===== src/video_cfg_pkg.sv =====
package video_cfg_pkg;

	// ==========================================================
	// register indices (byte address = 4 * index)
	localparam logic [5:0] IDX_GREEN_GAIN   = 6'h07;
	localparam logic [5:0] IDX_BLUE_GAIN    = 6'h08;
	localparam logic [5:0] IDX_RED_OFFSET   = 6'h09;
	localparam logic [5:0] IDX_GREEN_OFFSET = 6'h0a;
	localparam logic [5:0] IDX_BLUE_OFFSET  = 6'h0b;
	localparam logic [5:0] IDX_OFFSET_SETUP = 6'h0c;
	localparam logic [5:0] IDX_FILTER_SETUP = 6'h0d;
	localparam logic [5:0] IDX_LINE_HIGH    = 6'h0e;
	localparam logic [5:0] IDX_LINE_LOW     = 6'h0f;
	localparam logic [5:0] IDX_SAMPLE_PHASE = 6'h10;
	localparam logic [5:0] IDX_HOLD_BEFORE  = 6'h11;
	localparam logic [5:0] IDX_HOLD_AFTER   = 6'h12;
	localparam logic [5:0] IDX_LOCK_OPTIONS = 6'h13;
	localparam logic [5:0] IDX_STATUS       = 6'h20;

	// ==========================================================
	// reset values
	localparam logic [7:0] RST_GAIN          = 8'h55;
	localparam logic [7:0] RST_OFFSET        = 8'h80;
	localparam logic [7:0] RST_OFFSET_SETUP  = 8'h00;
	localparam logic [7:0] RST_FILTER_SETUP  = 8'h0e;
	localparam logic [5:0] RST_LINE_HIGH     = 6'h03;
	localparam logic [7:0] RST_LINE_LOW      = 8'h20;
	localparam logic [5:0] RST_SAMPLE_PHASE  = 6'h00;
	localparam logic [7:0] RST_HOLD_BEFORE   = 8'h08;
	localparam logic [7:0] RST_HOLD_AFTER    = 8'h00;
	localparam logic [1:0] RST_LOCK_OPTIONS  = 2'h0;

	// ==========================================================
	// field positions
	localparam int unsigned RANGE_BIT        = 0;
	localparam int unsigned RED_LSB_POS      = 2;
	localparam int unsigned GREEN_LSB_POS    = 4;
	localparam int unsigned BLUE_LSB_POS     = 6;
	localparam int unsigned CORNER_POS       = 1;
	localparam int unsigned PEAKING_POS      = 4;
	localparam int unsigned LOCK_FIRST_BIT   = 0;
	localparam int unsigned LOCK_SECOND_BIT  = 1;
	localparam int unsigned STAT_SHORT_BIT   = 0;
	localparam int unsigned STAT_HOLD_BIT    = 1;

	// ==========================================================
	// arithmetic constants
	localparam logic [8:0]  GAIN_BASE        = 9'h055; // gain = (85 + code) / 170
	localparam logic [13:0] LINE_LENGTH_MIN  = 14'h0200;
	localparam logic [1:0]  RESP_OKAY        = 2'h0;
	localparam logic [1:0]  RESP_SLVERR      = 2'h2;

	// ==========================================================
	// carriers
	typedef struct packed {
		logic [7:0] code;
		logic [8:0] ratio;      // gain in units of 1/170 v/v
	} gain_t;

	typedef struct packed {
		logic [9:0] dac_word;   // analog offset converter word
		logic [7:0] digital;    // two's complement digital offset
	} level_t;

	typedef struct packed {
		logic [2:0] corner;
		logic [3:0] peaking;
	} filter_t;

endpackage


===== src/video_digitizer_config_regs.sv =====
// Summary of operation
// - gain code 0x00 half, 0x55 unity, 0xff double gain
// - auto black level on: offset byte is digital offset, one code per step
// - offset byte is offset-binary: 0x00 is -0x80, 0x80 zero, 0xff +0x7f
// - auto black level off: offset byte drives upper eight converter bits
// - offset setup bits 3:2, 5:4, 7:6 are red, green, blue low converter bits
// - offset setup bit 0 selects half or quarter full-scale range
// - filter bits 3:1 pick lowpass corner, 111 default, bit 0 ignored
// - filter bits 7:4 set peaking, 0000 disables and is reset value
// - line length is 14 bits: high bits 5:0 above low byte
// - line length reaches the pll only on a low byte write
// - six-bit phase moves sample point in sixty-fourths of a pixel
// - internal hold starts programmed lines before frame sync begins
// - internal hold lasts programmed lines after frame sync ends
// - lock option bit 0 picks first line sync edge, clear is trailing
// - lock option bit 1 picks second line sync edge, clear is trailing
// - with external clamp, converter values change only on clamp leading edge
//
// The AXI4-Lite register port was chosen for this implementation.
module video_digitizer_config_regs #(
	parameter int unsigned ADDR_W = 8,
	parameter int unsigned LINE_W = 12
) (
	input  wire logic                           aclk,
	input  wire logic                           aresetn,
	input  wire logic                           awvalid,
	output logic                                awready,
	input  wire logic [ADDR_W-1:0]              awaddr,
	input  wire logic [2:0]                     awprot,
	input  wire logic                           wvalid,
	output logic                                wready,
	input  wire logic [31:0]                    wdata,
	input  wire logic [3:0]                     wstrb,
	output logic                                bvalid,
	input  wire logic                           bready,
	output logic [1:0]                          bresp,
	input  wire logic                           arvalid,
	output logic                                arready,
	input  wire logic [ADDR_W-1:0]              araddr,
	input  wire logic [2:0]                     arprot,
	output logic                                rvalid,
	input  wire logic                           rready,
	output logic [31:0]                         rdata,
	output logic [1:0]                          rresp,
	input  wire logic                           black_level_auto,
	input  wire logic                           external_clamp_select,
	input  wire logic                           clamp_pulse,
	input  wire logic                           first_line_sync_input,
	input  wire logic                           second_line_sync_input,
	input  wire logic                           line_sync_select,
	input  wire logic                           frame_sync,
	input  wire logic                           external_hold_select,
	input  wire logic                           external_hold,
	output video_cfg_pkg::gain_t                green_gain,
	output video_cfg_pkg::gain_t                blue_gain,
	output video_cfg_pkg::level_t               red_level,
	output video_cfg_pkg::level_t               green_level,
	output video_cfg_pkg::level_t               blue_level,
	output logic                                level_is_digital,
	output logic                                offset_range_quarter,
	output video_cfg_pkg::filter_t              frontend_corner_select,
	output logic [13:0]                         pll_line_length,
	output logic                                pll_line_length_load,
	output logic [5:0]                          sample_phase_out,
	output logic                                pll_lock_pulse,
	output logic                                pll_hold
);

	// elaboration checks on the parameters
	if (ADDR_W < 8 || ADDR_W > 32) $error("ADDR_W must be 8..32");
	if (LINE_W < 9 || LINE_W > 16) $error("LINE_W must be 9..16");

	// ==========================================================
	// register storage
	logic [7:0]        green_channel_gain;
	logic [7:0]        blue_channel_gain;
	logic [7:0]        red_channel_offset;
	logic [7:0]        green_channel_offset;
	logic [7:0]        blue_channel_offset;
	logic [7:0]        offset_converter_setup;
	logic [7:0]        frontend_filter_setup;
	logic [5:0]        line_length_high;
	logic [7:0]        line_length_low;
	logic [5:0]        sample_phase;
	logic [7:0]        hold_lines_before_frame;
	logic [7:0]        hold_lines_after_frame;
	logic [1:0]        pll_lock_options;
	logic              line_length_short;

	// ==========================================================
	// bus slave state
	logic              aw_held;
	logic              w_held;
	logic [5:0]        aw_index;
	logic [31:0]       w_data;
	logic              w_lane0;
	logic              do_write;
	logic              ar_take;

	// true when the index names a register of this block
	function automatic logic is_mapped(input logic [5:0] idx);
		is_mapped = (idx >= video_cfg_pkg::IDX_GREEN_GAIN &&
			idx <= video_cfg_pkg::IDX_LOCK_OPTIONS) || idx == video_cfg_pkg::IDX_STATUS;
	endfunction

	// offset-binary byte to two's complement by flipping the sign bit
	function automatic logic [7:0] to_twos(input logic [7:0] code);
		to_twos = {~code[7], code[6:0]};
	endfunction

	// channel gain code to gain in 1/170 steps
	function automatic logic [8:0] gain_ratio(input logic [7:0] code);
		gain_ratio = video_cfg_pkg::GAIN_BASE + {1'b0, code};
	endfunction

	// handshakes: each address and data slot takes one item until the write retires
	assign awready  = ~aw_held;
	assign wready   = ~w_held;
	assign do_write = aw_held & w_held & ~bvalid;
	assign arready  = ~rvalid;
	assign ar_take  = arvalid & ~rvalid;

	// write address slot
	always_ff @(posedge aclk) begin
		if (!aresetn) begin
			aw_held  <= 1'b0;
			aw_index <= 6'h00;
		end else if (awvalid && !aw_held) begin
			aw_held  <= 1'b1;
			aw_index <= awaddr[7:2];
		end else if (do_write) begin
			aw_held  <= 1'b0;
		end
	end

	// write data slot
	always_ff @(posedge aclk) begin
		if (!aresetn) begin
			w_held  <= 1'b0;
			w_data  <= 32'h0000_0000;
			w_lane0 <= 1'b0;
		end else if (wvalid && !w_held) begin
			w_held  <= 1'b1;
			w_data  <= wdata;
			w_lane0 <= wstrb[0];
		end else if (do_write) begin
			w_held  <= 1'b0;
		end
	end

	// write response, error for an unmapped index; address bits above bit 7 are not decoded
	always_ff @(posedge aclk) begin
		if (!aresetn) begin
			bvalid <= 1'b0;
			bresp  <= video_cfg_pkg::RESP_OKAY;
		end else if (do_write) begin
			bvalid <= 1'b1;
			bresp  <= is_mapped(aw_index) ? video_cfg_pkg::RESP_OKAY
				: video_cfg_pkg::RESP_SLVERR;
		end else if (bready) begin
			bvalid <= 1'b0;
		end
	end

	// ==========================================================
	// register writes; only byte lane 0 carries data
	always_ff @(posedge aclk) begin
		if (!aresetn) begin
			green_channel_gain      <= video_cfg_pkg::RST_GAIN;
			blue_channel_gain       <= video_cfg_pkg::RST_GAIN;
			red_channel_offset      <= video_cfg_pkg::RST_OFFSET;
			green_channel_offset    <= video_cfg_pkg::RST_OFFSET;
			blue_channel_offset     <= video_cfg_pkg::RST_OFFSET;
			offset_converter_setup  <= video_cfg_pkg::RST_OFFSET_SETUP;
			frontend_filter_setup   <= video_cfg_pkg::RST_FILTER_SETUP;
			line_length_high        <= video_cfg_pkg::RST_LINE_HIGH;
			line_length_low         <= video_cfg_pkg::RST_LINE_LOW;
			sample_phase            <= video_cfg_pkg::RST_SAMPLE_PHASE;
			hold_lines_before_frame <= video_cfg_pkg::RST_HOLD_BEFORE;
			hold_lines_after_frame  <= video_cfg_pkg::RST_HOLD_AFTER;
			pll_lock_options        <= video_cfg_pkg::RST_LOCK_OPTIONS;
		end else if (do_write && w_lane0 && aw_held) begin
			unique case (aw_index)
				video_cfg_pkg::IDX_GREEN_GAIN:   green_channel_gain   <= w_data[7:0];
				video_cfg_pkg::IDX_BLUE_GAIN:    blue_channel_gain    <= w_data[7:0];
				video_cfg_pkg::IDX_RED_OFFSET:   red_channel_offset   <= w_data[7:0];
				video_cfg_pkg::IDX_GREEN_OFFSET: green_channel_offset <= w_data[7:0];
				video_cfg_pkg::IDX_BLUE_OFFSET:  blue_channel_offset  <= w_data[7:0];
				video_cfg_pkg::IDX_OFFSET_SETUP:
					offset_converter_setup <= w_data[7:0] & 8'hfd;
				video_cfg_pkg::IDX_FILTER_SETUP:
					frontend_filter_setup  <= w_data[7:0] & 8'hfe;
				video_cfg_pkg::IDX_LINE_HIGH:    line_length_high     <= w_data[5:0];
				video_cfg_pkg::IDX_LINE_LOW:     line_length_low      <= w_data[7:0];
				video_cfg_pkg::IDX_SAMPLE_PHASE: sample_phase         <= w_data[5:0];
				video_cfg_pkg::IDX_HOLD_BEFORE:  hold_lines_before_frame <= w_data[7:0];
				video_cfg_pkg::IDX_HOLD_AFTER:   hold_lines_after_frame  <= w_data[7:0];
				video_cfg_pkg::IDX_LOCK_OPTIONS:
					pll_lock_options <= w_data[1:0];
				default: ;
			endcase
		end
	end

	// ==========================================================
	// read path, answered one cycle after the address is taken
	always_ff @(posedge aclk) begin
		if (!aresetn) begin
			rvalid <= 1'b0;
			rdata  <= 32'h0000_0000;
			rresp  <= video_cfg_pkg::RESP_OKAY;
		end else if (ar_take) begin
			rvalid <= 1'b1;
			rresp  <= is_mapped(araddr[7:2]) ? video_cfg_pkg::RESP_OKAY
				: video_cfg_pkg::RESP_SLVERR;
			unique case (araddr[7:2])
				video_cfg_pkg::IDX_GREEN_GAIN:   rdata <= {24'h0, green_channel_gain};
				video_cfg_pkg::IDX_BLUE_GAIN:    rdata <= {24'h0, blue_channel_gain};
				video_cfg_pkg::IDX_RED_OFFSET:   rdata <= {24'h0, red_channel_offset};
				video_cfg_pkg::IDX_GREEN_OFFSET: rdata <= {24'h0, green_channel_offset};
				video_cfg_pkg::IDX_BLUE_OFFSET:  rdata <= {24'h0, blue_channel_offset};
				video_cfg_pkg::IDX_OFFSET_SETUP: rdata <= {24'h0, offset_converter_setup};
				video_cfg_pkg::IDX_FILTER_SETUP: rdata <= {24'h0, frontend_filter_setup};
				video_cfg_pkg::IDX_LINE_HIGH:    rdata <= {26'h0, line_length_high};
				video_cfg_pkg::IDX_LINE_LOW:     rdata <= {24'h0, line_length_low};
				video_cfg_pkg::IDX_SAMPLE_PHASE: rdata <= {26'h0, sample_phase};
				video_cfg_pkg::IDX_HOLD_BEFORE:  rdata <= {24'h0, hold_lines_before_frame};
				video_cfg_pkg::IDX_HOLD_AFTER:   rdata <= {24'h0, hold_lines_after_frame};
				video_cfg_pkg::IDX_LOCK_OPTIONS: rdata <= {30'h0, pll_lock_options};
				video_cfg_pkg::IDX_STATUS:       rdata <= {30'h0, pll_hold, line_length_short};
				default:                         rdata <= 32'h0000_0000;
			endcase
		end else if (rready) begin
			rvalid <= 1'b0;
		end
	end

	// ==========================================================
	// gain outputs
	always_ff @(posedge aclk) begin
		if (!aresetn) begin
			green_gain <= '{code: video_cfg_pkg::RST_GAIN,
				ratio: gain_ratio(video_cfg_pkg::RST_GAIN)};
			blue_gain  <= '{code: video_cfg_pkg::RST_GAIN,
				ratio: gain_ratio(video_cfg_pkg::RST_GAIN)};
		end else begin
			green_gain <= '{code: green_channel_gain, ratio: gain_ratio(green_channel_gain)};
			blue_gain  <= '{code: blue_channel_gain, ratio: gain_ratio(blue_channel_gain)};
		end
	end

	// ==========================================================
	// offset outputs, gated by the clamp leading edge when the clamp is external
	logic              clamp_prev;
	logic              offset_apply;

	always_ff @(posedge aclk) begin
		if (!aresetn) begin
			clamp_prev <= 1'b0;
		end else begin
			clamp_prev <= clamp_pulse;
		end
	end

	assign offset_apply = ~external_clamp_select | (clamp_pulse & ~clamp_prev);

	// converter word: byte on top, low pair from the setup register
	always_ff @(posedge aclk) begin
		if (!aresetn) begin
			red_level            <= '{dac_word: {video_cfg_pkg::RST_OFFSET, 2'b00},
				digital: to_twos(video_cfg_pkg::RST_OFFSET)};
			green_level          <= '{dac_word: {video_cfg_pkg::RST_OFFSET, 2'b00},
				digital: to_twos(video_cfg_pkg::RST_OFFSET)};
			blue_level           <= '{dac_word: {video_cfg_pkg::RST_OFFSET, 2'b00},
				digital: to_twos(video_cfg_pkg::RST_OFFSET)};
			offset_range_quarter <= 1'b0;
			level_is_digital     <= 1'b0;
		end else if (offset_apply) begin
			red_level.dac_word   <= {red_channel_offset,
				offset_converter_setup[video_cfg_pkg::RED_LSB_POS +: 2]};
			green_level.dac_word <= {green_channel_offset,
				offset_converter_setup[video_cfg_pkg::GREEN_LSB_POS +: 2]};
			blue_level.dac_word  <= {blue_channel_offset,
				offset_converter_setup[video_cfg_pkg::BLUE_LSB_POS +: 2]};
			red_level.digital    <= to_twos(red_channel_offset);
			green_level.digital  <= to_twos(green_channel_offset);
			blue_level.digital   <= to_twos(blue_channel_offset);
			offset_range_quarter <= offset_converter_setup[video_cfg_pkg::RANGE_BIT];
			level_is_digital     <= black_level_auto;
		end
	end

	// ==========================================================
	// front end filter and sample phase
	always_ff @(posedge aclk) begin
		if (!aresetn) begin
			frontend_corner_select <= '{corner: video_cfg_pkg::RST_FILTER_SETUP[3:1],
				peaking: video_cfg_pkg::RST_FILTER_SETUP[7:4]};
			sample_phase_out       <= video_cfg_pkg::RST_SAMPLE_PHASE;
		end else begin
			frontend_corner_select.corner  <=
				frontend_filter_setup[video_cfg_pkg::CORNER_POS +: 3];
			frontend_corner_select.peaking <=
				frontend_filter_setup[video_cfg_pkg::PEAKING_POS +: 4];
			sample_phase_out       <= sample_phase;
		end
	end

	// ==========================================================
	// line length to the pll, loaded only by a low byte write
	logic              low_written;

	assign low_written = do_write && w_lane0 && aw_index == video_cfg_pkg::IDX_LINE_LOW;

	always_ff @(posedge aclk) begin
		if (!aresetn) begin
			pll_line_length      <= {video_cfg_pkg::RST_LINE_HIGH, video_cfg_pkg::RST_LINE_LOW};
			pll_line_length_load <= 1'b0;
			line_length_short    <= 1'b0;
		end else begin
			pll_line_length_load <= low_written;
			if (low_written) begin
				pll_line_length   <= {line_length_high, w_data[7:0]};
				line_length_short <= {line_length_high, w_data[7:0]}
					< video_cfg_pkg::LINE_LENGTH_MIN;
			end
		end
	end

	// ==========================================================
	// lock edge selection on the active line sync input
	logic              first_prev;
	logic              second_prev;
	logic              lock_first;
	logic              lock_second;

	always_ff @(posedge aclk) begin
		if (!aresetn) begin
			first_prev  <= 1'b0;
			second_prev <= 1'b0;
		end else begin
			first_prev  <= first_line_sync_input;
			second_prev <= second_line_sync_input;
		end
	end

	// leading edge is the rise, trailing edge the fall
	assign lock_first  = pll_lock_options[video_cfg_pkg::LOCK_FIRST_BIT]
		? (first_line_sync_input & ~first_prev)
		: (~first_line_sync_input & first_prev);
	assign lock_second = pll_lock_options[video_cfg_pkg::LOCK_SECOND_BIT]
		? (second_line_sync_input & ~second_prev)
		: (~second_line_sync_input & second_prev);

	always_ff @(posedge aclk) begin
		if (!aresetn) begin
			pll_lock_pulse <= 1'b0;
		end else begin
			pll_lock_pulse <= line_sync_select ? lock_second : lock_first;
		end
	end

	// ==========================================================
	// internal pll hold around frame sync, counted in lock pulses
	logic              frame_prev;
	logic [LINE_W-1:0] line_count;
	logic [LINE_W-1:0] frame_lines;
	logic              frame_known;
	logic [7:0]        after_left;
	logic [LINE_W:0]   reach;
	logic              hold_internal;

	// line count plus lines to hold before frame sync, compared with the last frame's line count
	assign reach = {1'b0, line_count} + {{(LINE_W-7){1'b0}}, hold_lines_before_frame};

	always_ff @(posedge aclk) begin
		if (!aresetn) begin
			frame_prev  <= 1'b0;
			line_count  <= '0;
			frame_lines <= '0;
			frame_known <= 1'b0;
		end else begin
			frame_prev <= frame_sync;
			if (frame_sync && !frame_prev) begin
				frame_lines <= line_count;
				frame_known <= 1'b1;
				line_count  <= '0;
			end else if (pll_lock_pulse && line_count != '1) begin
				line_count  <= line_count + 1'b1;
			end
		end
	end

	// lines still to hold after frame sync ends
	always_ff @(posedge aclk) begin
		if (!aresetn) begin
			after_left <= 8'h00;
		end else if (!frame_sync && frame_prev) begin
			after_left <= hold_lines_after_frame;
		end else if (pll_lock_pulse && after_left != 8'h00) begin
			after_left <= after_left - 8'h01;
		end
	end

	assign hold_internal = frame_sync | (after_left != 8'h00)
		| (frame_known && reach >= {1'b0, frame_lines});

	always_ff @(posedge aclk) begin
		if (!aresetn) begin
			pll_hold <= 1'b0;
		end else begin
			pll_hold <= external_hold_select ? external_hold : hold_internal;
		end
	end

endmodule


===== config.mk =====
export PLATFORM = sky130hd
export DESIGN_NAME = video_digitizer_config_regs
export DESIGN_NICKNAME = d
export VERILOG_FILES = /design/src/video_cfg_pkg.sv /design/src/video_digitizer_config_regs.sv
export SDC_FILE = /design/constraint.sdc
export NUM_CORES = 1
export LEC_CHECK = 0
export ABC_AREA = 0
export BUFFER_PORTS_ARGS = -buffer_cell sky130_fd_sc_hd__clkbuf_2
export CAP_MARGIN = 0
export CORE_AREA = 2 2 172 132
export CTS_CLUSTER_DIAMETER = 100
export CTS_CLUSTER_SIZE = 30
export DETAILED_ROUTE_END_ITERATION = 10
export DIE_AREA = 0 0 174 134
export GPL_TIMING_DRIVEN = 0
export PLACE_DENSITY = 0.81
export SLEW_MARGIN = 20
export SYNTH_ARGS = -nofsm -noshare
export SYNTH_HDL_FRONTEND = slang
export SYNTH_SLANG_ARGS = --single-unit

===== constraint.sdc =====
create_clock -name aclk -period 3.4 [get_ports aclk]
set_input_delay 0.17 -clock aclk [delete_from_list [all_inputs] [get_ports aclk]]
set_output_delay 0.17 -clock aclk [all_outputs]
set_load 0.05 [all_outputs]

==> flow_summary.json <==
{
  "grt.overflow.total": 0,
  "synth_edf_count": 0,
  "synthAdderAreaFrac_pct": 2.91,
  "start_util_pct": 52.9,
  "synth_top_area_share_pct": 45.1,
  "synth_top_family_by_area": "simple AND/OR/NAND/NOR gates",
  "dpl.hpwl_um": 24900,
  "endpoint": "pll_hold",
  "clockRootBuffer": "clkbuf_16",
  "tns_ns": 0,
  "cts_buffers": 12,
  "synthFlopType": "dfxtp_1",
  "drt_wl_total_um": 33400,
  "worst_ep_arrival_time_ns": 3.50,
  "required_ns": 3.80,
  "final.min_clock_period_ns": 3.10,
  "yosys-mux-area-fraction_pct": 9.23,
  "grt_pass1_vias": 9033,
  "ios": 235,
  "syn_inst": 1246,
  "critPathMaxStageDelay_ns": 0.45,
  "r2r-start": "line_count[0]",
  "io_buffers": 168,
  "tightest_slew_ns": 0.877,
  "power.static_leakage_nw": 5.48,
  "cp-start-kind": "flop",
  "timing.fmax_mhz": 322,
  "critPathTopFamily": "compound AO/OA/AOI/OAI gates",
  "drtIter0Drc": 952,
  "dr.pass1.iters": 6,
  "r2r_slack_ns": 0.30,
  "cts_resized": 0,
  "ys_ff_latch": 258,
  "cap_viol_max_count": 0,
  "r2r_end": "pll_hold",
  "wl_per_cell_um": 18.8,
  "cp-end-kind": "flop",
  "n_antenna_cell": 0,
  "nets": 1580,
  "grt_pass1_wl_um": 50700,
  "cts_num_sinks": 258,
  "ir_worst_vdd_mv": 0.330,
  "synth_compound_area_share_pct": 12.5,
  "ys_async_sr_fraction_pct": 0,
  "grt_util_all_layers_pct": 28.0,
  "fin_cells": 1774,
  "grt_max_degree": 31,
  "yosysMostFrequentCell": "dfxtp_1",
  "area_growth_pct": 16.8,
  "yosysTopAreaCell": "dfxtp_1",
  "yosys-top-cells-count": "dfxtp_1, nand2_1, a21boi_0",
  "path_max_fanout": 5,
  "netlist_area_um2": 11500,
  "via_count": 9619,
  "yosys.area_share.simple_pct": 21.2,
  "ys_warn_count": 0,
  "path_clk_slew_ns": 0.12,
  "cp-startpoint": "line_count[0]",
  "gp_congestion": 1.00,
  "crit_buf_inv": 1,
  "setup_viol": 0,
  "cts_tree": "built",
  "antenna_found_initial": 0,
  "dieArea_um2": 23300,
  "core_area_um2": 21600,
  "hold_viol_final": 0,
  "postRouteAntennaNets": 0,
  "dp_cells": 1733,
  "rows": 47,
  "die_y_um": 134,
  "worstHoldPathType": "input port to flop",
  "cp_slowest_cell": "dfxtp_1",
  "cp_num_cells": 13,
  "post_synth.cell_area_avg_um2": 9.19,
  "fp.dieW_um": 174,
  "ys_seq_area_share_pct": 45.1,
  "rr_worst_depth": 13,
  "final_layout_size_suffix_gt1_share_pct": 18.2,
  "clock_path_buffers": 3,
  "rsz0062_at_grt": "no",
  "post-route-period-util_pct": 91.3,
  "drv_slew": 0,
  "total_power_w": 0.00535,
  "avgViaCountPerCell": 5.42,
  "fin_skew_ns": 0.0311,
  "crit_chain": "ha_1 -> inv_1 -> fa_1 -> nor2b_1 -> o31ai_1 -> a31oi_1 -> nand3_1 -> xnor2_1 -> ha_1 -> a21oi_1 -> o21ai_0 -> a32oi_1 -> a21oi_1",
  "insertion_delay_ns": 0.50,
  "drc": 0,
  "synth.area.top_cells": "dfxtp_1, mux2i_1, nand2_1",
  "htree_levels": 1,
  "worst-setup-path-type": "flop to flop",
  "ys_types": 74,
  "synth_xor_xnor_area_share_pct": 2.45,
  "p_per_area_nw_per_um2": 400,
  "status": "finished clean",
  "maxSlewHeadroom_pct": 41.5
}
-- sequential cells by signal, indices dropped and copies added (netlist names), 7 cells and up --
register,flops
blue_gain,17
green_gain,17
pll_line_length,14
frame_lines,12
line_count,12
blue_level,11
green_level,11
red_level,11
after_left,8
blue_channel_gain,8
blue_channel_offset,8
green_channel_gain,8
green_channel_offset,8
hold_lines_after_frame,8
hold_lines_before_frame,8
line_length_low,8
rdata,8
red_channel_offset,8
w_data,8
frontend_corner_select,7
frontend_filter_setup,7
offset_converter_setup,7
-- metal layers --
layer | vias to the layer above | track usage, % | wire length (um)
met2 | 476 | 41.7 | 14100
li1 | 4607 | - | -
met4 | 0 | 8.50 | 880
met1 | 4480 | 40.0 | 14800
met3 | 56 | 7.23 | 3590
met5 | - | 0 | 0
-- worst register-to-register path, cell delays in order (launching register included) --
cell     delay (ns)
dfxtp_1        0.45
ha_1           0.22
inv_1          0.06
fa_1           0.41
nor2b_1        0.22
o31ai_1        0.13
a31oi_1        0.39
nand3_1        0.15
xnor2_1        0.15
ha_1           0.29
a21oi_1        0.16
o21ai_0        0.13
a32oi_1        0.17
a21oi_1        0.09
-- cells by family (layout without fill, tap and decap cells) --
| family | after synthesis | count (layout) |
|---|---|---|
| AND/OR/NAND/NOR | 482 | 482 |
| flip-flops | 258 | 258 |
| AO/OA/AOI/OAI | 202 | 202 |
| buffers and inverters | 150 | 359 |
| multiplexers | 95 | 95 |
| XOR/XNOR | 32 | 32 |
| adder cells (fa/ha/maj) | 26 | 26 |
| other | 1 | 26 |
-- report_power, final --
| part | total [W] | leakage, nW | switching [W] | internal, W |
|---|---|---|---|---|
| Sequential | 0.00310 | 2.09 | 0.0000391 | 0.00306 |
| Combinational | 0.000583 | 3.23 | 0.000393 | 0.000190 |
| Clock | 0.00167 | 0.167 | 0.000967 | 0.000702 |
-- metrics by stage --
| step | setup slack (ns) | area [um^2] | utilization [%] | hold WS (ns) |
|---|---|---|---|---|
| final | 0.296 | 13400 | 61.8 | 0.0794 |
| after global routing | 0.176 | 13400 | 61.8 | 0.0799 |
| after global placement | 0.504 | 12800 | 59.0 | 0.397 |
| after detailed placement | 0.415 | 12800 | 59.0 | 0.403 |
| after CTS | 0.392 | 13400 | 61.8 | 0.0701 |
| after floorplan | 0.886 | 11500 | - | 0.292 |
-- worst min path at each step --
stage / startpoint / to / slack, ns / cells after the start
after global routing: external_hold_select / pll_hold / 0.08 / 4
after global placement: clamp_pulse / clamp_prev / 0.40 / 2
after detailed placement: clamp_pulse / clamp_prev / 0.40 / 2
final: external_hold_select / pll_hold / 0.08 / 4
after floorplan: first_line_sync_input / first_prev / 0.29 / 1
after CTS: external_hold_select / pll_hold / 0.07 / 4
-- placed cells by master (no fill, tap or decap), types with 23 or more instances in the layout --
master         count
a21boi_0          83
a21oi_1           25
and2_1            30
buf_4             47
clkbuf_1          58
clkbuf_2         168
conb_1            26
dfxtp_1          258
dlygate4sd3_1     27
ha_1              25
inv_1             32
mux2i_1           82
nand2_1          217
nand2b_1          23
nand3_1           36
nor2_1            40
nor2b_1           77
o21ai_0           23
-- area by class of cell --
type / count / area [um^2]
repair buffers: 195 / 1110
clock buffers: 13 / 325
fillers: 1891 / 8260
multi-input cells: 863 / 5640
flip-flops and latches: 258 / 5160
clock inverters: 1 / 16.3
well taps: 294 / 368
inverters: 32 / 120
plain buffers: 118 / 632
-- timing repair --
item                       CTS  global route
hold endpoints to repair    26             0
buffers inserted             0             0
setup endpoints to repair    0             0
hold buffers                27             0
(Power assumes the default switching activity.)
